===== config.mk =====
export PLATFORM = sky130hd
export DESIGN_NAME = ucp_ascii_parser
export DESIGN_NICKNAME = d
export VERILOG_FILES = /design/src/common/ucp_pkg.sv /design/src/design/ucp_ascii_parser.sv
export VERILOG_INCLUDE_DIRS = /design/src /design/src/common
export SDC_FILE = /design/constraint.sdc
export NUM_CORES = 1
export LEC_CHECK = 0
export ABC_AREA = 1
export BUFFER_PORTS_ARGS = -buffer_cell sky130_fd_sc_hd__buf_4
export CORE_MARGIN = 4
export CORE_UTILIZATION = 35
export DETAILED_ROUTE_END_ITERATION = 8
export PLACE_DENSITY_LB_ADDON = 0.25
export SETUP_SLACK_MARGIN = 0.02
export SYNTH_ARGS = -nofsm -noshare
export SYNTH_HDL_FRONTEND = slang
export SYNTH_SLANG_ARGS = --single-unit

===== constraint.sdc =====
create_clock -name sys_clk -period 13.3 [get_ports sys_clk]
set_input_delay 0.665 -clock sys_clk [delete_from_list [all_inputs] [get_ports sys_clk]]
set_output_delay 0.665 -clock sys_clk [all_outputs]
set_load 0.03 [all_outputs]

===== src/common/ucp_regs.svh =====
`ifndef UCP_REGS_SVH
`define UCP_REGS_SVH
// ----------------------------------------------------------------------
// character codes
// ----------------------------------------------------------------------
`define UCP_CH_DOLLAR 8'h24
`define UCP_CH_HASH 8'h23
`define UCP_CH_COMMA 8'h2c
`define UCP_CH_CR 8'h0d
`define UCP_CH_SP 8'h20
`define UCP_CH_HT 8'h09
`define UCP_CH_ZERO 8'h30
`define UCP_CH_NINE 8'h39
`define UCP_CH_DOT 8'h2e
`define UCP_CH_PLUS 8'h2b
`define UCP_CH_MINUS 8'h2d
`define UCP_CH_EXP 8'h65
`define UCP_CH_AXIS0 8'h78
`define UCP_CH_AXIS2 8'h7a
// ----------------------------------------------------------------------
// checksum and limits
// ----------------------------------------------------------------------
`define UCP_CRC_SEED 8'hff
`define UCP_CRC_POLY 8'h07
`define UCP_CRC_MAX 12'h0ff
`define UCP_DEC_TEN 12'h00a
`define UCP_MAX_BODY 7'h63
`define UCP_NAME_MAX 4'hb
`define UCP_ACK_NAME 88'h5554494c4954594d4f4445
`define UCP_PARAMS_NONE 7'h1
`define UCP_PARAMS_ONE 7'h2
`define UCP_PARAMS_TWO 7'h3
// ----------------------------------------------------------------------
// command names, packed right aligned, with their lengths
// ----------------------------------------------------------------------
`define UCP_NM_IAX 32'h00696178
`define UCP_NM_ERRCLR 32'h00006965
`define UCP_NM_ISV 32'h00697376
`define UCP_NM_SAVE 32'h73617665
`define UCP_NM_EXIT 32'h0000786e
`define UCP_NM_SBTO 32'h7362746f
`define UCP_LEN_2 4'h2
`define UCP_LEN_3 4'h3
`define UCP_LEN_4 4'h4
// ----------------------------------------------------------------------
// status codes
// ----------------------------------------------------------------------
`define UCP_ST_OK 4'h0
`define UCP_ST_INVALID 4'h1
`define UCP_ST_CRC 4'h2
`define UCP_ST_UNKNOWN 4'h3
`define UCP_ST_COUNT 4'h4
`define UCP_ST_PARAM 4'h5
`define UCP_ST_SAVES 4'h6
`define UCP_ST_SAVEERR 4'h7
`define UCP_ST_CLIPPED 4'h8
`endif


===== src/common/ucp_pkg.sv =====
package ucp_pkg;
  typedef enum logic [3:0] {
    UCP_TX_IDLE, UCP_TX_HASH, UCP_TX_NAME, UCP_TX_C1, UCP_TX_STAT,
    UCP_TX_C2, UCP_TX_VAL, UCP_TX_C3, UCP_TX_CRC, UCP_TX_CR
  } ucp_tx_t;
  typedef enum logic [2:0] {
    UCP_CMD_NONE, UCP_CMD_IAX, UCP_CMD_ERRCLR, UCP_CMD_ISV, UCP_CMD_SAVE,
    UCP_CMD_EXIT, UCP_CMD_SBTO
  } ucp_cmd_t;
endpackage : ucp_pkg


===== src/design/ucp_ascii_parser.sv =====
`timescale 1ns/1ns
`include "ucp_regs.svh"
// Overview of operation
// RULE_01: entering mode sends name, checksum, carriage return
// RULE_02: all text ASCII, numbers in decimal
// RULE_03: host starts commands with dollar sign
// RULE_04: host uses lower case letters only
// RULE_05: fields separated by commas both ways
// RULE_06: leading spaces and tabs before parameters skipped
// RULE_07: numbers may use period and exponent
// RULE_08: host ends command with 8-bit checksum
// RULE_09: host ends with CR, at most 100 characters
// RULE_10: response starts with hash then command name
// RULE_11: second response field is status, zero ok
// RULE_12: response ends with checksum then CR
// RULE_13: CRC-8 polynomial 0x07, seed all ones
// RULE_14: checksum covers start char through last comma
// RULE_15: checksum sent as decimal 0 to 255
// RULE_16: status 1 missing start or unconfigured axis
// RULE_17: status 2 on checksum mismatch
// RULE_18: status 3 unknown name; no echo for 1-3
// RULE_19: status 4 bad count, 5 bad value
// RULE_20: status 6 saves exhausted, 7 save failed
// RULE_21: status 8 when bias change was clipped
// RULE_22: lowest applicable status code is reported
// RULE_23: changes hit working settings; save writes flash
// RULE_24: error query returns then clears accumulator
// RULE_25: exit command returns to normal mode
// RULE_26: save still writes flash, reports zero left
// RULE_27: decode on CR, exactly one response each
module ucp_ascii_parser (
  input wire logic sys_clk,
  input wire logic rst_b,
  input wire logic [7:0] rxChar,
  input wire logic rxValid,
  input wire logic txReady,
  input wire logic enterUtil,
  input wire logic [2:0] axisConfigured,
  input wire logic [15:0] saveRemaining,
  input wire logic saveFail,
  input wire logic biasClipped,
  input wire logic [7:0] errAccum,
  output logic [7:0] txChar,
  output logic txValid,
  output logic utilMode,
  output logic flashWrite,
  output logic settingsUpdate,
  output logic errClear,
  output logic exitNormal,
  output logic [1:0] biasAxis
);
  import ucp_pkg::*;

  // --------------------------------------------------------------------
  // functions
  // --------------------------------------------------------------------
  function automatic logic [7:0] crc8Step(input logic [7:0] crc,
                                          input logic [7:0] ch);
    logic [7:0] c;
    c = crc ^ ch;
    for (int i = 0; i < 8; i++)
      c = c[7] ? ({c[6:0], 1'b0} ^ `UCP_CRC_POLY) : {c[6:0], 1'b0};
    return c;
  endfunction : crc8Step

  function automatic logic [19:0] toBcd(input logic [15:0] v);
    logic [19:0] b;
    b = '0;
    for (int i = 15; i >= 0; i--)
    begin
      for (int d = 0; d < 5; d++)
        if (b[4*d +: 4] > 4'h4)
          b[4*d +: 4] = b[4*d +: 4] + 4'h3;
      b = {b[18:0], v[i]};
    end
    return b;
  endfunction : toBcd

  function automatic logic [3:0] topDigit(input logic [19:0] b);
    logic [3:0] t;
    t = '0;
    for (int d = 1; d < 5; d++)
      if (b[4*d +: 4] != 4'h0)
        t = 4'(d);
    return t;
  endfunction : topDigit

  function automatic logic isDigit(input logic [7:0] ch);
    return ch >= `UCP_CH_ZERO && ch <= `UCP_CH_NINE;
  endfunction : isDigit

  // --------------------------------------------------------------------
  // receive side parsing
  // --------------------------------------------------------------------
  ucp_tx_t txState;
  logic firstSeen, dollarOk, tooLong, fieldStarted, curBad, paramBad;
  logic lastOk, exitPend, respEcho, respHasVal, ackOnly;
  logic [6:0] fieldIdx, charCount;
  logic [87:0] nameReg;
  logic [3:0] nameLen, respStatus;
  logic [7:0] crcRun, crcAtComma, lastVal, axisChar, txCrc;
  logic [15:0] respVal;
  logic [19:0] digBuf;
  // wide enough to walk the eleven characters of the entry name
  logic [3:0] digIdx;
  logic [11:0] accum;
  logic rxAccept, crAccept, enterAccept, canSend, txLast;
  logic isWs, isNum, crcOk, axisOk, axisCfg, countOk;
  ucp_cmd_t cmd;
  logic [3:0] nextStatus;
  logic [7:0] cur;
  logic [1:0] axisIdx;

  // the parser holds off while a response is still going out
  assign rxAccept = rxValid && utilMode && txState == UCP_TX_IDLE;
  assign crAccept = rxAccept && rxChar == `UCP_CH_CR; // RULE_27
  assign enterAccept = enterUtil && !utilMode && txState == UCP_TX_IDLE;
  assign isWs = rxChar == `UCP_CH_SP || rxChar == `UCP_CH_HT;
  assign isNum = isDigit(rxChar) || rxChar == `UCP_CH_DOT ||
    rxChar == `UCP_CH_EXP || rxChar == `UCP_CH_PLUS ||
    rxChar == `UCP_CH_MINUS; // RULE_07
  assign accum = 12'(lastVal) * `UCP_DEC_TEN +
    {4'h0, rxChar - `UCP_CH_ZERO};

  always_ff @(posedge sys_clk or negedge rst_b)
  begin
    if (!rst_b)
    begin
      firstSeen <= 1'b0;
      dollarOk <= 1'b0;
      tooLong <= 1'b0;
      charCount <= '0;
      crcRun <= `UCP_CRC_SEED;
      crcAtComma <= `UCP_CRC_SEED;
      fieldIdx <= '0;
      fieldStarted <= 1'b0;
      curBad <= 1'b0;
      paramBad <= 1'b0;
      lastVal <= '0;
      lastOk <= 1'b0;
      axisChar <= '0;
    end
    else if (crAccept)
    begin
      firstSeen <= 1'b0;
      // a bare terminator must not inherit the last start check
      dollarOk <= 1'b0; // RULE_16
      tooLong <= 1'b0;
      charCount <= '0;
      crcRun <= `UCP_CRC_SEED; // RULE_13
      fieldIdx <= '0;
      fieldStarted <= 1'b0;
      curBad <= 1'b0;
      paramBad <= 1'b0;
      lastOk <= 1'b0;
    end
    else if (rxAccept)
    begin
      charCount <= charCount + 7'h1;
      if (charCount >= `UCP_MAX_BODY)
        tooLong <= 1'b1;
      crcRun <= crc8Step(crcRun, rxChar); // RULE_14
      if (!firstSeen)
      begin
        firstSeen <= 1'b1;
        dollarOk <= rxChar == `UCP_CH_DOLLAR; // RULE_03
      end
      else if (rxChar == `UCP_CH_COMMA) // RULE_05
      begin
        fieldIdx <= fieldIdx + 7'h1;
        crcAtComma <= crc8Step(crcRun, rxChar); // RULE_14
        paramBad <= paramBad || curBad;
        curBad <= 1'b0;
        fieldStarted <= 1'b0;
        lastVal <= '0;
        lastOk <= 1'b1;
      end
      else if (fieldIdx != 7'h0 && !(isWs && !fieldStarted)) // RULE_06
      begin
        fieldStarted <= 1'b1;
        if (fieldIdx == `UCP_PARAMS_ONE && !fieldStarted)
          axisChar <= rxChar;
        if (fieldIdx == `UCP_PARAMS_NONE && !isNum)
          curBad <= 1'b1; // RULE_19
        if (!isDigit(rxChar) || accum > `UCP_CRC_MAX)
          lastOk <= 1'b0; // RULE_15
        else
          lastVal <= accum[7:0];
      end
    end
  end

  // the name register keeps the last name for the echo
  always_ff @(posedge sys_clk or negedge rst_b)
  begin
    if (!rst_b)
    begin
      nameReg <= '0;
      nameLen <= '0;
    end
    else if (enterAccept)
    begin
      nameReg <= `UCP_ACK_NAME; // RULE_01
      nameLen <= `UCP_NAME_MAX;
    end
    else if (rxAccept && !crAccept && !firstSeen)
    begin
      nameReg <= '0;
      nameLen <= '0;
    end
    else if (rxAccept && !crAccept && fieldIdx == 7'h0 &&
             rxChar != `UCP_CH_COMMA && nameLen < `UCP_NAME_MAX)
    begin
      nameReg <= {nameReg[79:0], rxChar};
      nameLen <= nameLen + 4'h1;
    end
  end

  // --------------------------------------------------------------------
  // decode, taken only on the terminator
  // --------------------------------------------------------------------
  always_comb
  begin
    cmd = UCP_CMD_NONE;
    if (nameLen == `UCP_LEN_3 && nameReg[31:0] == `UCP_NM_IAX)
      cmd = UCP_CMD_IAX;
    if (nameLen == `UCP_LEN_2 && nameReg[31:0] == `UCP_NM_ERRCLR)
      cmd = UCP_CMD_ERRCLR;
    if (nameLen == `UCP_LEN_3 && nameReg[31:0] == `UCP_NM_ISV)
      cmd = UCP_CMD_ISV;
    if (nameLen == `UCP_LEN_4 && nameReg[31:0] == `UCP_NM_SAVE)
      cmd = UCP_CMD_SAVE;
    if (nameLen == `UCP_LEN_2 && nameReg[31:0] == `UCP_NM_EXIT)
      cmd = UCP_CMD_EXIT;
    if (nameLen == `UCP_LEN_4 && nameReg[31:0] == `UCP_NM_SBTO)
      cmd = UCP_CMD_SBTO;
  end

  assign crcOk = fieldIdx != 7'h0 && fieldStarted && lastOk &&
    lastVal == crcAtComma; // RULE_17
  assign axisIdx = 2'(axisChar - `UCP_CH_AXIS0);
  assign axisOk = axisChar >= `UCP_CH_AXIS0 && axisChar <= `UCP_CH_AXIS2;
  assign axisCfg = cmd == UCP_CMD_SBTO && fieldIdx == `UCP_PARAMS_TWO &&
    axisOk && !axisConfigured[axisIdx];
  assign countOk = cmd == UCP_CMD_SBTO ?
    (fieldIdx == `UCP_PARAMS_ONE || fieldIdx == `UCP_PARAMS_TWO) :
    fieldIdx == `UCP_PARAMS_NONE;

  // ascending test order leaves the lowest code standing
  always_comb
  begin
    if (!dollarOk || tooLong || axisCfg) // RULE_16
      nextStatus = `UCP_ST_INVALID;
    else if (!crcOk) // RULE_17
      nextStatus = `UCP_ST_CRC;
    else if (cmd == UCP_CMD_NONE) // RULE_18
      nextStatus = `UCP_ST_UNKNOWN;
    else if (!countOk) // RULE_19
      nextStatus = `UCP_ST_COUNT;
    else if (paramBad || (fieldIdx == `UCP_PARAMS_TWO && !axisOk))
      nextStatus = `UCP_ST_PARAM; // RULE_19
    else if (cmd == UCP_CMD_SAVE && saveRemaining == 16'h0000)
      nextStatus = `UCP_ST_SAVES; // RULE_20
    else if (cmd == UCP_CMD_SAVE && saveFail)
      nextStatus = `UCP_ST_SAVEERR; // RULE_20
    else if (cmd == UCP_CMD_SBTO && biasClipped)
      nextStatus = `UCP_ST_CLIPPED; // RULE_21
    else
      nextStatus = `UCP_ST_OK; // RULE_22
  end

  always_ff @(posedge sys_clk or negedge rst_b)
  begin
    if (!rst_b)
    begin
      respStatus <= `UCP_ST_OK;
      respEcho <= 1'b0;
      respHasVal <= 1'b0;
      respVal <= '0;
      ackOnly <= 1'b0;
    end
    else if (enterAccept)
    begin
      respEcho <= 1'b1;
      ackOnly <= 1'b1;
    end
    else if (crAccept)
    begin
      ackOnly <= 1'b0;
      respStatus <= nextStatus; // RULE_11
      respEcho <= nextStatus == `UCP_ST_OK ||
        nextStatus >= `UCP_ST_COUNT; // RULE_18
      respHasVal <= (nextStatus == `UCP_ST_OK ||
        nextStatus >= `UCP_ST_SAVES) && (cmd == UCP_CMD_IAX ||
        cmd == UCP_CMD_ERRCLR || cmd == UCP_CMD_ISV || cmd == UCP_CMD_SAVE);
      if (cmd == UCP_CMD_ERRCLR)
        respVal <= {8'h00, errAccum}; // RULE_24
      else if (cmd == UCP_CMD_IAX)
        respVal <= {13'h0000, axisConfigured};
      else if (nextStatus == `UCP_ST_SAVES)
        respVal <= '0; // RULE_26
      else
        respVal <= saveRemaining;
    end
  end

  // --------------------------------------------------------------------
  // side effects of an executed command
  // --------------------------------------------------------------------
  always_ff @(posedge sys_clk or negedge rst_b)
  begin
    if (!rst_b)
    begin
      flashWrite <= 1'b0;
      settingsUpdate <= 1'b0;
      errClear <= 1'b0;
      biasAxis <= '0;
    end
    else
    begin
      // flash is written only here, even past the save limit
      flashWrite <= crAccept && cmd == UCP_CMD_SAVE &&
        (nextStatus == `UCP_ST_OK || nextStatus == `UCP_ST_SAVES ||
        nextStatus == `UCP_ST_SAVEERR); // RULE_23 RULE_26
      settingsUpdate <= crAccept && cmd == UCP_CMD_SBTO &&
        (nextStatus == `UCP_ST_OK ||
        nextStatus == `UCP_ST_CLIPPED); // RULE_23
      errClear <= crAccept && cmd == UCP_CMD_ERRCLR &&
        nextStatus == `UCP_ST_OK; // RULE_24
      if (crAccept && cmd == UCP_CMD_SBTO)
        biasAxis <= axisIdx;
    end
  end

  assign txLast = txState == UCP_TX_CR && canSend;

  always_ff @(posedge sys_clk or negedge rst_b)
  begin
    if (!rst_b)
    begin
      utilMode <= 1'b0;
      exitPend <= 1'b0;
      exitNormal <= 1'b0;
    end
    else
    begin
      exitNormal <= txLast && exitPend; // RULE_25
      if (enterAccept)
        utilMode <= 1'b1;
      else if (txLast && exitPend)
        utilMode <= 1'b0; // RULE_25
      if (crAccept)
        exitPend <= cmd == UCP_CMD_EXIT && nextStatus == `UCP_ST_OK;
      else if (txLast)
        exitPend <= 1'b0;
    end
  end

  // --------------------------------------------------------------------
  // response transmitter
  // --------------------------------------------------------------------
  assign canSend = !txValid || txReady;

  always_comb
  begin
    unique case (txState)
      UCP_TX_HASH: cur = `UCP_CH_HASH; // RULE_10
      UCP_TX_NAME: cur = nameReg[8*(nameLen - 4'h1 - digIdx) +: 8];
      UCP_TX_STAT: cur = `UCP_CH_ZERO + {4'h0, respStatus}; // RULE_02
      UCP_TX_VAL, UCP_TX_CRC:
        cur = `UCP_CH_ZERO + {4'h0, digBuf[4*digIdx +: 4]}; // RULE_15
      UCP_TX_CR: cur = `UCP_CH_CR; // RULE_12
      UCP_TX_IDLE: cur = `UCP_CH_CR;
      default: cur = `UCP_CH_COMMA; // RULE_05
    endcase
  end

  always_ff @(posedge sys_clk or negedge rst_b)
  begin
    if (!rst_b)
    begin
      txState <= UCP_TX_IDLE;
      txChar <= '0;
      txValid <= 1'b0;
      txCrc <= `UCP_CRC_SEED;
      digBuf <= '0;
      digIdx <= '0;
    end
    else if (txState == UCP_TX_IDLE)
    begin
      if (canSend)
        txValid <= 1'b0;
      if (crAccept || enterAccept) // RULE_27
      begin
        txState <= UCP_TX_HASH;
        txCrc <= `UCP_CRC_SEED; // RULE_13
        digIdx <= '0;
      end
    end
    else if (canSend)
    begin
      txChar <= cur;
      txValid <= 1'b1;
      txCrc <= crc8Step(txCrc, cur); // RULE_14
      unique case (txState)
        UCP_TX_HASH:
          txState <= (respEcho && nameLen != 4'h0) ? UCP_TX_NAME :
            (ackOnly ? UCP_TX_C3 : UCP_TX_C1);
        UCP_TX_NAME:
          if (digIdx == nameLen - 4'h1)
          begin
            digIdx <= '0;
            txState <= ackOnly ? UCP_TX_C3 : UCP_TX_C1; // RULE_01
          end
          else
            digIdx <= digIdx + 4'h1;
        UCP_TX_C1: txState <= UCP_TX_STAT;
        UCP_TX_STAT: txState <= respHasVal ? UCP_TX_C2 : UCP_TX_C3;
        UCP_TX_C2:
        begin
          digBuf <= toBcd(respVal);
          digIdx <= topDigit(toBcd(respVal));
          txState <= UCP_TX_VAL;
        end
        UCP_TX_C3:
        begin
          digBuf <= toBcd({8'h00, crc8Step(txCrc, cur)}); // RULE_15
          digIdx <= topDigit(toBcd({8'h00, crc8Step(txCrc, cur)}));
          txState <= UCP_TX_CRC;
        end
        UCP_TX_VAL, UCP_TX_CRC:
          if (digIdx == 4'h0)
            txState <= txState == UCP_TX_VAL ? UCP_TX_C3 : UCP_TX_CR;
          else
            digIdx <= digIdx - 4'h1;
        UCP_TX_CR: txState <= UCP_TX_IDLE; // RULE_12
        default: txState <= UCP_TX_IDLE;
      endcase
    end
  end
endmodule : ucp_ascii_parser


# == Yosys cells after proc, flatten, opt, wreduce, memory -nomap -nowiden ==
# Index checks and enable logic that the tools add are counted.
# word_totals
regBits,221
input_bits,42
output_inout_bits,16
# classes
n_addsub,55
shift,2
n_lt_le_gt_ge,52
n_eq_ne,48
bitwise,22
muxes,288
reduce_logical,121
n_mul,1
# op_table
cell,n
two-way mux 4 bit,191
two-way mux 88 bit,3
"adder 4 x 2 -> 4 bit, second input constant",35
"> comparator 4 x 3 -> 1 bit, second input constant",35
indexed part select 88 x 33 -> 8 bit,1
two-way mux 3 bit,26
"== test 32 x 15 -> 1 bit, second input constant",2
"== test 32 x 23 -> 1 bit, second input constant",2
"== test 32 x 31 -> 1 bit, second input constant",2
two-way mux 8 bit,8
"== test 8 x 6 -> 1 bit, second input constant",6
two-way mux 16 bit,3
NOT 3 bit,16
two-way mux 1 bit,45
logical AND 1 bit,43
two-way mux 7 bit,6
case mux 20 bit (2 select lines),1
case mux 8 bit (5 select lines),1
"== test 4 x 3 -> 1 bit, second input constant",7
case mux 4 bit (7 select lines),1
"adder 3 x 2 -> 4 bit, second input constant",6
nonzero test 4 bit,6
nonzero test 2 bit,11
"> comparator 3 bit, second input constant",7
other kinds (57),125

# == Logic depth before layout (Yosys ltp) ==
# Gate-level depths: netlist of the first run.
# depth
depth_word,73
depth_mapped,80
depth_no_buf,80

# == Worst setup path before layout of the first run ==
# OpenSTA, ideal clock, no wires.
# synth_path
path_kind,register to register
startpoint,register respVal[13]
endpoint,register digIdx[0]
slack_ns,6.089
stages_incl_launch_ff,73
setup_time_ns,0.117
n_path_buf,0
synth_period_minus_slack_ns,7.211
arrival_ns,7.094
path_cell_list,dfrtp_1 -> inv_1 -> ha_1 -> inv_1 -> ha_1 -> inv_1 -> nand2_1 -> nand3_2 -> nand2_2 -> nand2_1 -> nand2_1 -> nand3_2 -> nand2_2 -> nand2_2 -> nand2_1 -> nand2_2 -> inv_4 -> o21ai_1 -> (+37 left out) -> and2_1 -> ha_1 -> nand3b_1 -> nand2_1 -> nand3_2 -> ha_1 -> inv_1 -> nand2_1 -> nand2_1 -> inv_2 -> nor2_1 -> nand3_1 -> nand3_1 -> nand2_1 -> nand2_1 -> nand2_1 -> nand2_1 -> nand2_1
# synth_between
elab_chain_len,73
word_cells_on_any_way,221
classes_between,add/sub (35); order compare (35); mux (147); reduce/logical (4)
# synth_lines
element,line,rtl
from (decl),ucp_ascii_parser.sv:102,logic [15:0] respVal;
from (signal assigned),ucp_ascii_parser.sv:297,"respVal <= {8'h00, errAccum};"
from (signal assigned),ucp_ascii_parser.sv:299,"respVal <= {13'h0000, axisConfigured};"
from (signal assigned),ucp_ascii_parser.sv:303,respVal <= saveRemaining;
adder 3 x 2 -> 4 bit or > comparator 3 bit (tied branches),"ucp_ascii_parser.sv:73, ucp_ascii_parser.sv:72",
two-way mux 4 bit (*),ucp_ascii_parser.sv:72,if (b[4*d +: 4] > 4'h4)
two-way mux 4 bit (*),ucp_ascii_parser.sv:405,unique case (txState)
two-way mux 4 bit (*),ucp_ascii_parser.sv:400,else if (canSend)
two-way mux 4 bit (*),ucp_ascii_parser.sv:389,else if (txState == UCP_TX_IDLE)
adder 4 x 2 -> 4 bit or > comparator 4 x 3 -> 1 bit (tied branches),"ucp_ascii_parser.sv:73, ucp_ascii_parser.sv:72",
two-way mux 4 bit,ucp_ascii_parser.sv:72,
two-way mux 4 bit,ucp_ascii_parser.sv:405,
(+56 left out),n/a,
two-way mux 4 bit,ucp_ascii_parser.sv:389,
nonzero test 4 bit,ucp_ascii_parser.sv:83,if (b[4*d +: 4] != 4'h0)
two-way mux 1 bit,ucp_ascii_parser.sv:83,
two-way mux 4 bit (2 in series),ucp_ascii_parser.sv:83,
two-way mux 4 bit (*),ucp_ascii_parser.sv:83,
case mux 4 bit (4 select lines) (*),ucp_ascii_parser.sv:405,
two-way mux 4 bit (*),ucp_ascii_parser.sv:400,
two-way mux 4 bit (*),ucp_ascii_parser.sv:389,
to (signal assigned),ucp_ascii_parser.sv:416,digIdx <= digIdx + 4'h1;
to (signal assigned),ucp_ascii_parser.sv:422,digIdx <= topDigit(toBcd(respVal));
to (signal assigned),ucp_ascii_parser.sv:428,"digIdx <= topDigit(toBcd({8'h00, crc8Step(txCrc, cur)}));"
to (decl),ucp_ascii_parser.sv:105,logic [3:0] digIdx;
# Mark *: on every way between the ends. The rest lies on a longest branch, timed or not. The select of a mux whose other input is x is not followed.
# A chain may end at the register's enable or synchronous reset.

# == Worst setup path in the final report of the first run ==
# layout_path
startpoint,register digIdx[0]
endpoint,register digIdx[0]
# layout_between
elab_chain_len,40
word_cells_on_any_way,79
classes_between,add/sub (11); order compare (7); eq/ne (2); shift (2); mux (44); bitwise (9); reduce/logical (4)
# layout_lines
element,line,rtl
subtractor 5 x 5 -> 6 bit or indexed part select 20 x 7 -> 4 bit (tied branches),"ucp_ascii_parser.sv:368, ucp_ascii_parser.sv:371",
indexed part select 88 x 33 -> 8 bit or adder 6 x 4 -> 7 bit (tied branches),n/a,
case mux 8 bit (5 select lines),ucp_ascii_parser.sv:366,unique case (txState)
XOR 8 bit,ucp_ascii_parser.sv:60,c = crc ^ ch;
two-way mux 3 bit,ucp_ascii_parser.sv:62,"c = c[7] ? ({c[6:0], 1'b0} ^ `UCP_CRC_POLY) : {c[6:0], 1'b0};"
NOT 3 bit (no source line),n/a,
two-way mux 3 bit,ucp_ascii_parser.sv:62,
NOT 3 bit (no source line),n/a,
(+24 left out),n/a,
two-way mux 4 bit,ucp_ascii_parser.sv:400,
two-way mux 4 bit,ucp_ascii_parser.sv:389,
nonzero test 4 bit,ucp_ascii_parser.sv:83,
two-way mux 1 bit,ucp_ascii_parser.sv:83,
two-way mux 4 bit,ucp_ascii_parser.sv:83,
case mux 4 bit (4 select lines),ucp_ascii_parser.sv:405,
two-way mux 4 bit,ucp_ascii_parser.sv:400,
two-way mux 4 bit,ucp_ascii_parser.sv:389,
# Several ways; a longest one is shown, not always the timed one. The select of a mux whose other input is x is not followed.

==> summary.txt, run 1 <==
Drt
  – Starting DRC count in detailed routing: 1052
  – Via count: approximately 16k
  – Routed WL: 45900 um
  – ANT nets after route: 0
  – Via density: 5.19
  – DRT Pass-1 Iters: 5
  – Routed WL per cell: 15.3 um
  – Drt drc: 0

Timing
  – Setup ws final: 4.60 ns
  – Hold Vio Cnt, Final: 0
  – Worst slew margin: 0.328
  – Max-slew violation count: 0
  – Fmax achieved: approximately 110 MHz
  – Final period util: 0.654
  – Final setup fails: 0
  – RSZ-0062 raised after global routing: false
  – Worst slew pin tran: 1.01 ns
  – Setup total negative slack: 0 ns
  – Setup Skew: 0.0291 ns
  – Period minus WS final: 8.70 ns

Global routing
  – Grt total ovfl: 0
  – Vias in the first global route: 15.4k
  – Initial antenna violation count: 0
  – Largest net degree at the start of global routing: 99
  – First-pass GRT wire length: between 70000 and 80000 um
  – All-Layer GR Usage: 0.179

Logic synthesis
  – Cells after synthesis: 2325
  – Library cells used by synthesis: 60
  – EDFF count, synth: 0
  – Synth warn: 0
  – Seq cells post-synth: 221
  – Area share of the largest cell type after synthesis: 0.297
  – Post-synthesis cell area: 0.0166 mm2
  – Synth Flop Type: dfrtp_1
  – FFs w/ async S/R, synth: 1.00
  – Synth area leaders: dfrtp_1, nand2_1, inv_1
  – Syn Nets: ~2.5k
  – Dominant cell type by area after synthesis: dfrtp_1
  – Register area share after synthesis: 0.335
  – Syn_area_per_cell: a little over 7 um2

Cells and area
  – Antenna Cells: 0
  – Area grow syn2layout: 12.0%
  – Layout cells sized above 1: 0.114
  – Nets: 2494
  – Biggest regs: nameReg x88, digBuf x20, respVal x16
  – Max reg flops: 88
  – Register bank with the most flops: nameReg

Setup path
  – Slowest-stage cell, CP: dfrtp_1
  – CP Capture Type: flop
  – Worst-path maximum fanout: 24
  – CP most frequent cell: nand2_1
  – Worst EP arrival: 9.20 ns
  – Slowest stage delay, CP: 0.73 ns
  – Crit path launch type: flop
  – CP required: 13.80 ns
  – Critical path type: flop to flop

Place
  – DP Wirelength: 34600 um
  – Port-buffer cells: 57
  – Final GP Congestion: 0.878
  – Post-Place Worst Slack: 4.71 ns

Clocking
  – # resized after CTS: 0
  – Clock buffer depth: 3
  – Hold_buf cts: 0
  – H-tree Lvls: 1
  – CTS tree: built
  – Post-CTS Setup Inserts: 0
  – CTS root buf: clkbuf_16
  – Clk slew on worst S/H paths: 0.06 ns
  – CTS Sinks: 221
  – Clk_lat worst skew: between 0.5 and 0.6 ns
  – TritonCTS Buffers: 27

Floorplanning
  – Initial Util: 0.355
  – Die Span X: about 230 um
  – Die ar.: 0.0510 mm2
  – Ports: 58
  – Die height: 226 um
  – Core ar.: 0.0468 mm2
  – Cell Rows: 79

Min path
  – Hold crit path type: primary input to async pin

Flow run
  – Max_cap viols: 0

Status
  – Status: finished clean
-- cells by family (layout without fill, tap and decap cells) --
group	Yosys count	after routing	synth area share
flip-flops	221	221	0.335
XOR/XNOR	81	81	0.0441
AO/OA/AOI/OAI	480	480	0.173
adder cells (fa/ha/maj)	86	86	0.0662
AND/OR/NAND/NOR	984	984	0.271
buffers and inverters	465	527	0.105
multiplexers	8	8	0.00535
-- Yosys cell counts (all sizes together) (12+ instances only) --
library cell	n
a21oi	114
a31oi	20
clkbuf	55
dfrtp	197
dfstp	24
ha	83
inv	404
nand2	523
nand3	189
nand4	31
nor2	158
nor3	30
nor4	27
o211ai	12
o21ai	176
o221ai	41
o22ai	74
xnor2	37
xor2	44
-- worst paths after layout --
check / from / end / slack, ns / cells after the start
max: digIdx[0]$_DFFE_PN0P_ / digIdx[0]$_DFFE_PN0P_ / 4.60 / 41
min: rst_b / txChar[2]$_DFFE_PN0P_ / 0.12 / 1
max reg2reg: digIdx[0]$_DFFE_PN0P_ / digIdx[0]$_DFFE_PN0P_ / 4.60 / 41
min reg2reg: fieldIdx[6]$_DFFE_PN0P_ / fieldIdx[6]$_DFFE_PN0P_ / 0.48 / 1
max in group asynchronous: rst_b / nameReg[52]$_DFFE_PN0P_ / 11.72 / 2
min in group sys_clk: errAccum[0] / respVal[0]$_DFFE_PN0P_ / 0.38 / 3
-- area by class of cell --
type | instances | area [um2]
Multi-Input combinational cell | 1639 | 9290
Tap cell | 607 | 759
Fill cell | 4786 | 28200
Clock buffer | 41 | 818
Inverter | 407 | 1530
Sequential cell | 221 | 5560
Timing Repair Buffer | 70 | 533
Clock inverter | 9 | 108
-- layer usage --
metal,track usage,part of all wire,up-vias
met5,0,0,-
met4,0.0429,0.022,0
met3,0.0186,0.040,68
met2,0.313,0.48,288
met1,0.237,0.46,7362
li1,-,-,7811
-- worst max-delay path, delay by kind of cell, from the launching register on --
family | cells | cell delay [ns]
adder cells (fa/ha/maj) | 7 | 2.11
AND/OR/NAND/NOR | 16 | 2.00
XOR/XNOR | 5 | 1.30
buffers and inverters | 6 | 1.09
AO/OA/AOI/OAI | 6 | 1.06
flip-flops | 1 | 0.73
multiplexers | 1 | 0.35
-- cell usage in the layout, fill, tap and decap left out, types with 4 or more instances in the layout --
cell type and n:
a211oi_1 10, a21oi_1 114, a31oi_1 20, and2_1 5, buf_4 69, clkbuf_1 5, clkbuf_16 27, clkbuf_8 9
dfrtp_1 197, dfstp_2 24, ha_1 83, inv_1 371, inv_2 32, mux2_2 7, nand2_1 472, nand2_2 40
nand2_4 11, nand3_1 172, nand3_2 15, nand3b_1 7, nand4_1 30, nor2_1 153, nor2_2 4, nor3_1 30
nor4_1 27, o211ai_1 12, o21ai_0 159, o21ai_1 10, o21ai_2 6, o221ai_1 41, o22ai_1 74, o31ai_1 9
o41ai_1 4, or2_2 7, xnor2_1 37, xor2_1 41
-- per-stage QoR --
| step | area [um2] | cells | utilization | hold WS, ns |
|---|---|---|---|---|
| 6_report | 18600 | 2994 | 0.398 | 0.116 |
| 5_1_grt | 18600 | 2994 | 0.398 | 0.223 |
| 4_1_cts | 18600 | 2994 | 0.398 | 0.177 |
| 3_5_place_dp | 17700 | 2944 | 0.378 | 0.466 |
| 3_3_place_gp | 17700 | 2944 | 0.378 | 0.459 |
| 2_1_floorplan | 16600 | 2325 | - | 0.369 |
Power of run 1 is left out: the tool's default activity adds up to more than one toggle a clock period on the data nets, which glitch-free logic cannot reach.
==> inputs of run 2 (changes only) <==
clock period = 8.5 ns   (was 13.3 ns; I/O delays follow)
==> summary.txt, run 2 (synthesis results as in run 1) <==
Drt
  – Routed WL per cell: 15.1 um (was 15.3 um)
  – ANT nets after route: 0 (unchanged)
  – Via density: 5.18 (was 5.19)
  – Drt drc: 0 (unchanged)
  – Starting DRC count in detailed routing: 1152 (was 1052)
  – Via count: 15.6k (was 15.5k)
  – Routed WL: 45700 um (was 45900 um)
  – DRT Pass-1 Iters: 6 (was 5)

Setup path
  – R2r endpoint: digIdx[0]$_DFFE_PN0P_ (unchanged)
  – CP top delay family: simple AND/OR/NAND/NOR gates (was adder cells)
  – Worst R2R Start: respVal[13]$_DFFE_PN0P_ (was digIdx[0]$_DFFE_PN0P_)
  – Crit path launch type: flop (unchanged)
  – R2r setup slk: 0.81 ns (was 4.60 ns)
  – Worst-path maximum fanout: 6 (was 24)
  – CP required: 8.95 ns (was 13.80 ns)
  – Worst EP arrival: 8.14 ns (was 9.20 ns)
  – Buffers and inverters on the worst path: 11 (was 6)
  – Slowest-stage cell, CP: dfrtp_1 (unchanged)
  – Critical path type: flop to flop (unchanged)
  – CP Capture Type: flop (unchanged)
  – Slowest stage delay, CP: 0.38 ns (was 0.73 ns)
  – CP most frequent cell: nand2_1 (unchanged)
  – Cell depth of the worst flop-to-flop path: 72 (was 41)

Floorplanning
  – Die height: 226 um (unchanged)
  – Cell Rows: 79 (unchanged)
  – Die ar.: 0.0510 mm2 (unchanged)
  – Ports: 58 (unchanged)
  – Die Span X: 226 um (unchanged)
  – Core ar.: 0.0468 mm2 (unchanged)
  – Initial Util: 0.355 (unchanged)

Place
  – Port-buffer cells: 57 (unchanged)
  – Final GP Congestion: 0.897 (was 0.878)
  – DP Wirelength: 34400 um (was 34600 um)
  – Placed inst area: 0.0177 mm2 (about the same)

Min path
  – Hold EP: respVal[10]$_DFFE_PN0P_
  – Worst hold path cell count: 3
  – Hold crit path type: primary input to flop (was primary input to async pin)
  – Hold Startpoint: saveRemaining[10]

Global routing
  – First-pass GRT wire length: 75300 um (was 76200 um)
  – Largest net degree at the start of global routing: 92 (was 99)
  – Initial antenna violation count: 1 (was 0)
  – Vias in the first global route: 14.9k (was 15.4k)
  – All-Layer GR Usage: 0.176 (was 0.179)
  – Grt total ovfl: 0 (unchanged)

Cells and area
  – Nets: 2516 (was 2494)
  – Most common cell after layout, fill and taps aside: nand2_1 (unchanged)
  – Layout cells sized above 1: 0.140 (was 0.114)
  – Register bank with the most flops: nameReg (unchanged)
  – Antenna Cells: 0 (unchanged)
  – Max reg flops: 88 (unchanged)
  – Area grow syn2layout: 14.6% (was 12.0%)
  – Leading cell types in the layout, fill and taps excluded: nand2_1, inv_1, dfrtp_1 (unchanged)
  – Biggest regs: nameReg x88, digBuf x20, respVal x16 (unchanged)
  – Final instance area: 0.0190 mm2 (was 0.0186 mm2)

Clocking
  – CTS tree: built (unchanged)
  – H-tree Lvls: 1 (unchanged)
  – Clock buffer depth: 3 (unchanged)
  – CTS Sinks: 221 (unchanged)
  – TritonCTS Buffers: 27 (unchanged)
  – Clk_lat worst skew: 0.56 ns (about the same)
  – CTS root buf: clkbuf_16 (unchanged)
  – Clk slew on worst S/H paths: 0.06 ns (about the same)

Timing
  – Setup Skew: 0.0261 ns (was 0.0291 ns)
  – Final setup fails: 0 (unchanged)
  – Fin Hold WS: 0.152 ns (was 0.116 ns)
  – Final period util: 0.905 (was 0.654)
  – Hold Vio Cnt, Final: 0 (unchanged)
  – Max-slew violation count: 0 (unchanged)
  – Worst slew pin tran: 1.05 ns (was 1.01 ns)
  – Fmax achieved: 130 MHz (was 115 MHz)
  – Worst slew margin: 0.302 (was 0.328)
  – Period minus WS final: 7.69 ns (was 8.70 ns)

Flow run
  – Max_cap viols: 0 (unchanged)

Status
  – Status: finished clean (unchanged)
-- run 2: cell count changes in the layout (fill, tap and decap cells not counted), moves of 4 or more --
cell       before  now
clkinv_2        3    8
clkbuf_8        9    3
inv_2          32   37
ha_1           83   79
inv_1         371  365
clkbuf_1        5    0
nand2_2        40   52
nand3_4         2    6
nand2_4        11   17
xor2_1         41   37
bufinv_16       2    6
buf_4          69   90
xor2_2          3    7
nand2_1       472  454
-- run 2: what timing repair did --
| item | in CTS | in global routing |
|---|---|---|
| setup endpoints to repair | 0 | 17 |
| hold buffers | 1 | 0 |
| setup buffers | 0 | 11 |
| gates resized for setup | 0 | 54 |
| endpoints found under the hold margin | 67 | 0 |
-- run 2: worst max path at each step --
stage | from | endpoint | depth (start not counted)
5_1_grt | respVal[13]$_DFFE_PN0P_ | digIdx[0]$_DFFE_PN0P_ | 76
3_5_place_dp | respVal[13]$_DFFE_PN0P_ | digIdx[0]$_DFFE_PN0P_ | 72
4_1_cts | respVal[13]$_DFFE_PN0P_ | digIdx[0]$_DFFE_PN0P_ | 72
2_1_floorplan | respVal[13]$_DFFE_PN0P_ | digIdx[0]$_DFFE_PN0P_ | 72
3_3_place_gp | respVal[13]$_DFFE_PN0P_ | digIdx[0]$_DFFE_PN0P_ | 72
6_report | respVal[13]$_DFFE_PN0P_ | digIdx[0]$_DFFE_PN0P_ | 72
-- run 2: tightest hold or removal path: cells and delay by family --
| family | cells | cell delay (ns) |
|---|---|---|
| compound gates | 1 | 0.11 |
| buf+inv | 2 | 0.12 |
-- run 2: cell type report --
cell class / instances / area (um2)
flip-flops and latches: 221 / 5560
inverters: 407 / 1530
clock buffers: 30 / 717
clock inverters: 20 / 267
multi-input cells: 1639 / 9480
repair buffers: 92 / 701
well taps: 607 / 759
fillers: 4829 / 27700
-- run 2: routing by layer --
metal / up-vias / track usage / wire length (um)
met4: 0 / 0.0364 / 715
met3: 37 / 0.0182 / 1800
met2: 327 / 0.305 / 22000
li1: 7881 / - / -
met1: 7387 / 0.241 / 21100
met5: - / 0 / 0
-- run 2: through the flow --
| step | setup WS [ns] | TNS (ns) | utilization | std cells |
|---|---|---|---|---|
| after floorplan | 1.29 | 0 | - | 2325 |
| after global placement | 0.563 | 0 | 0.380 | 2954 |
| final | 0.811 | 0 | 0.407 | 3016 |
| after CTS | 0.283 | 0 | 0.401 | 3005 |
| after detailed placement | 0.265 | 0 | 0.380 | 2954 |
| after global routing | -0.0181 | -0.0181 | 0.407 | 3016 |
Power of run 2 is left out for the same reason.
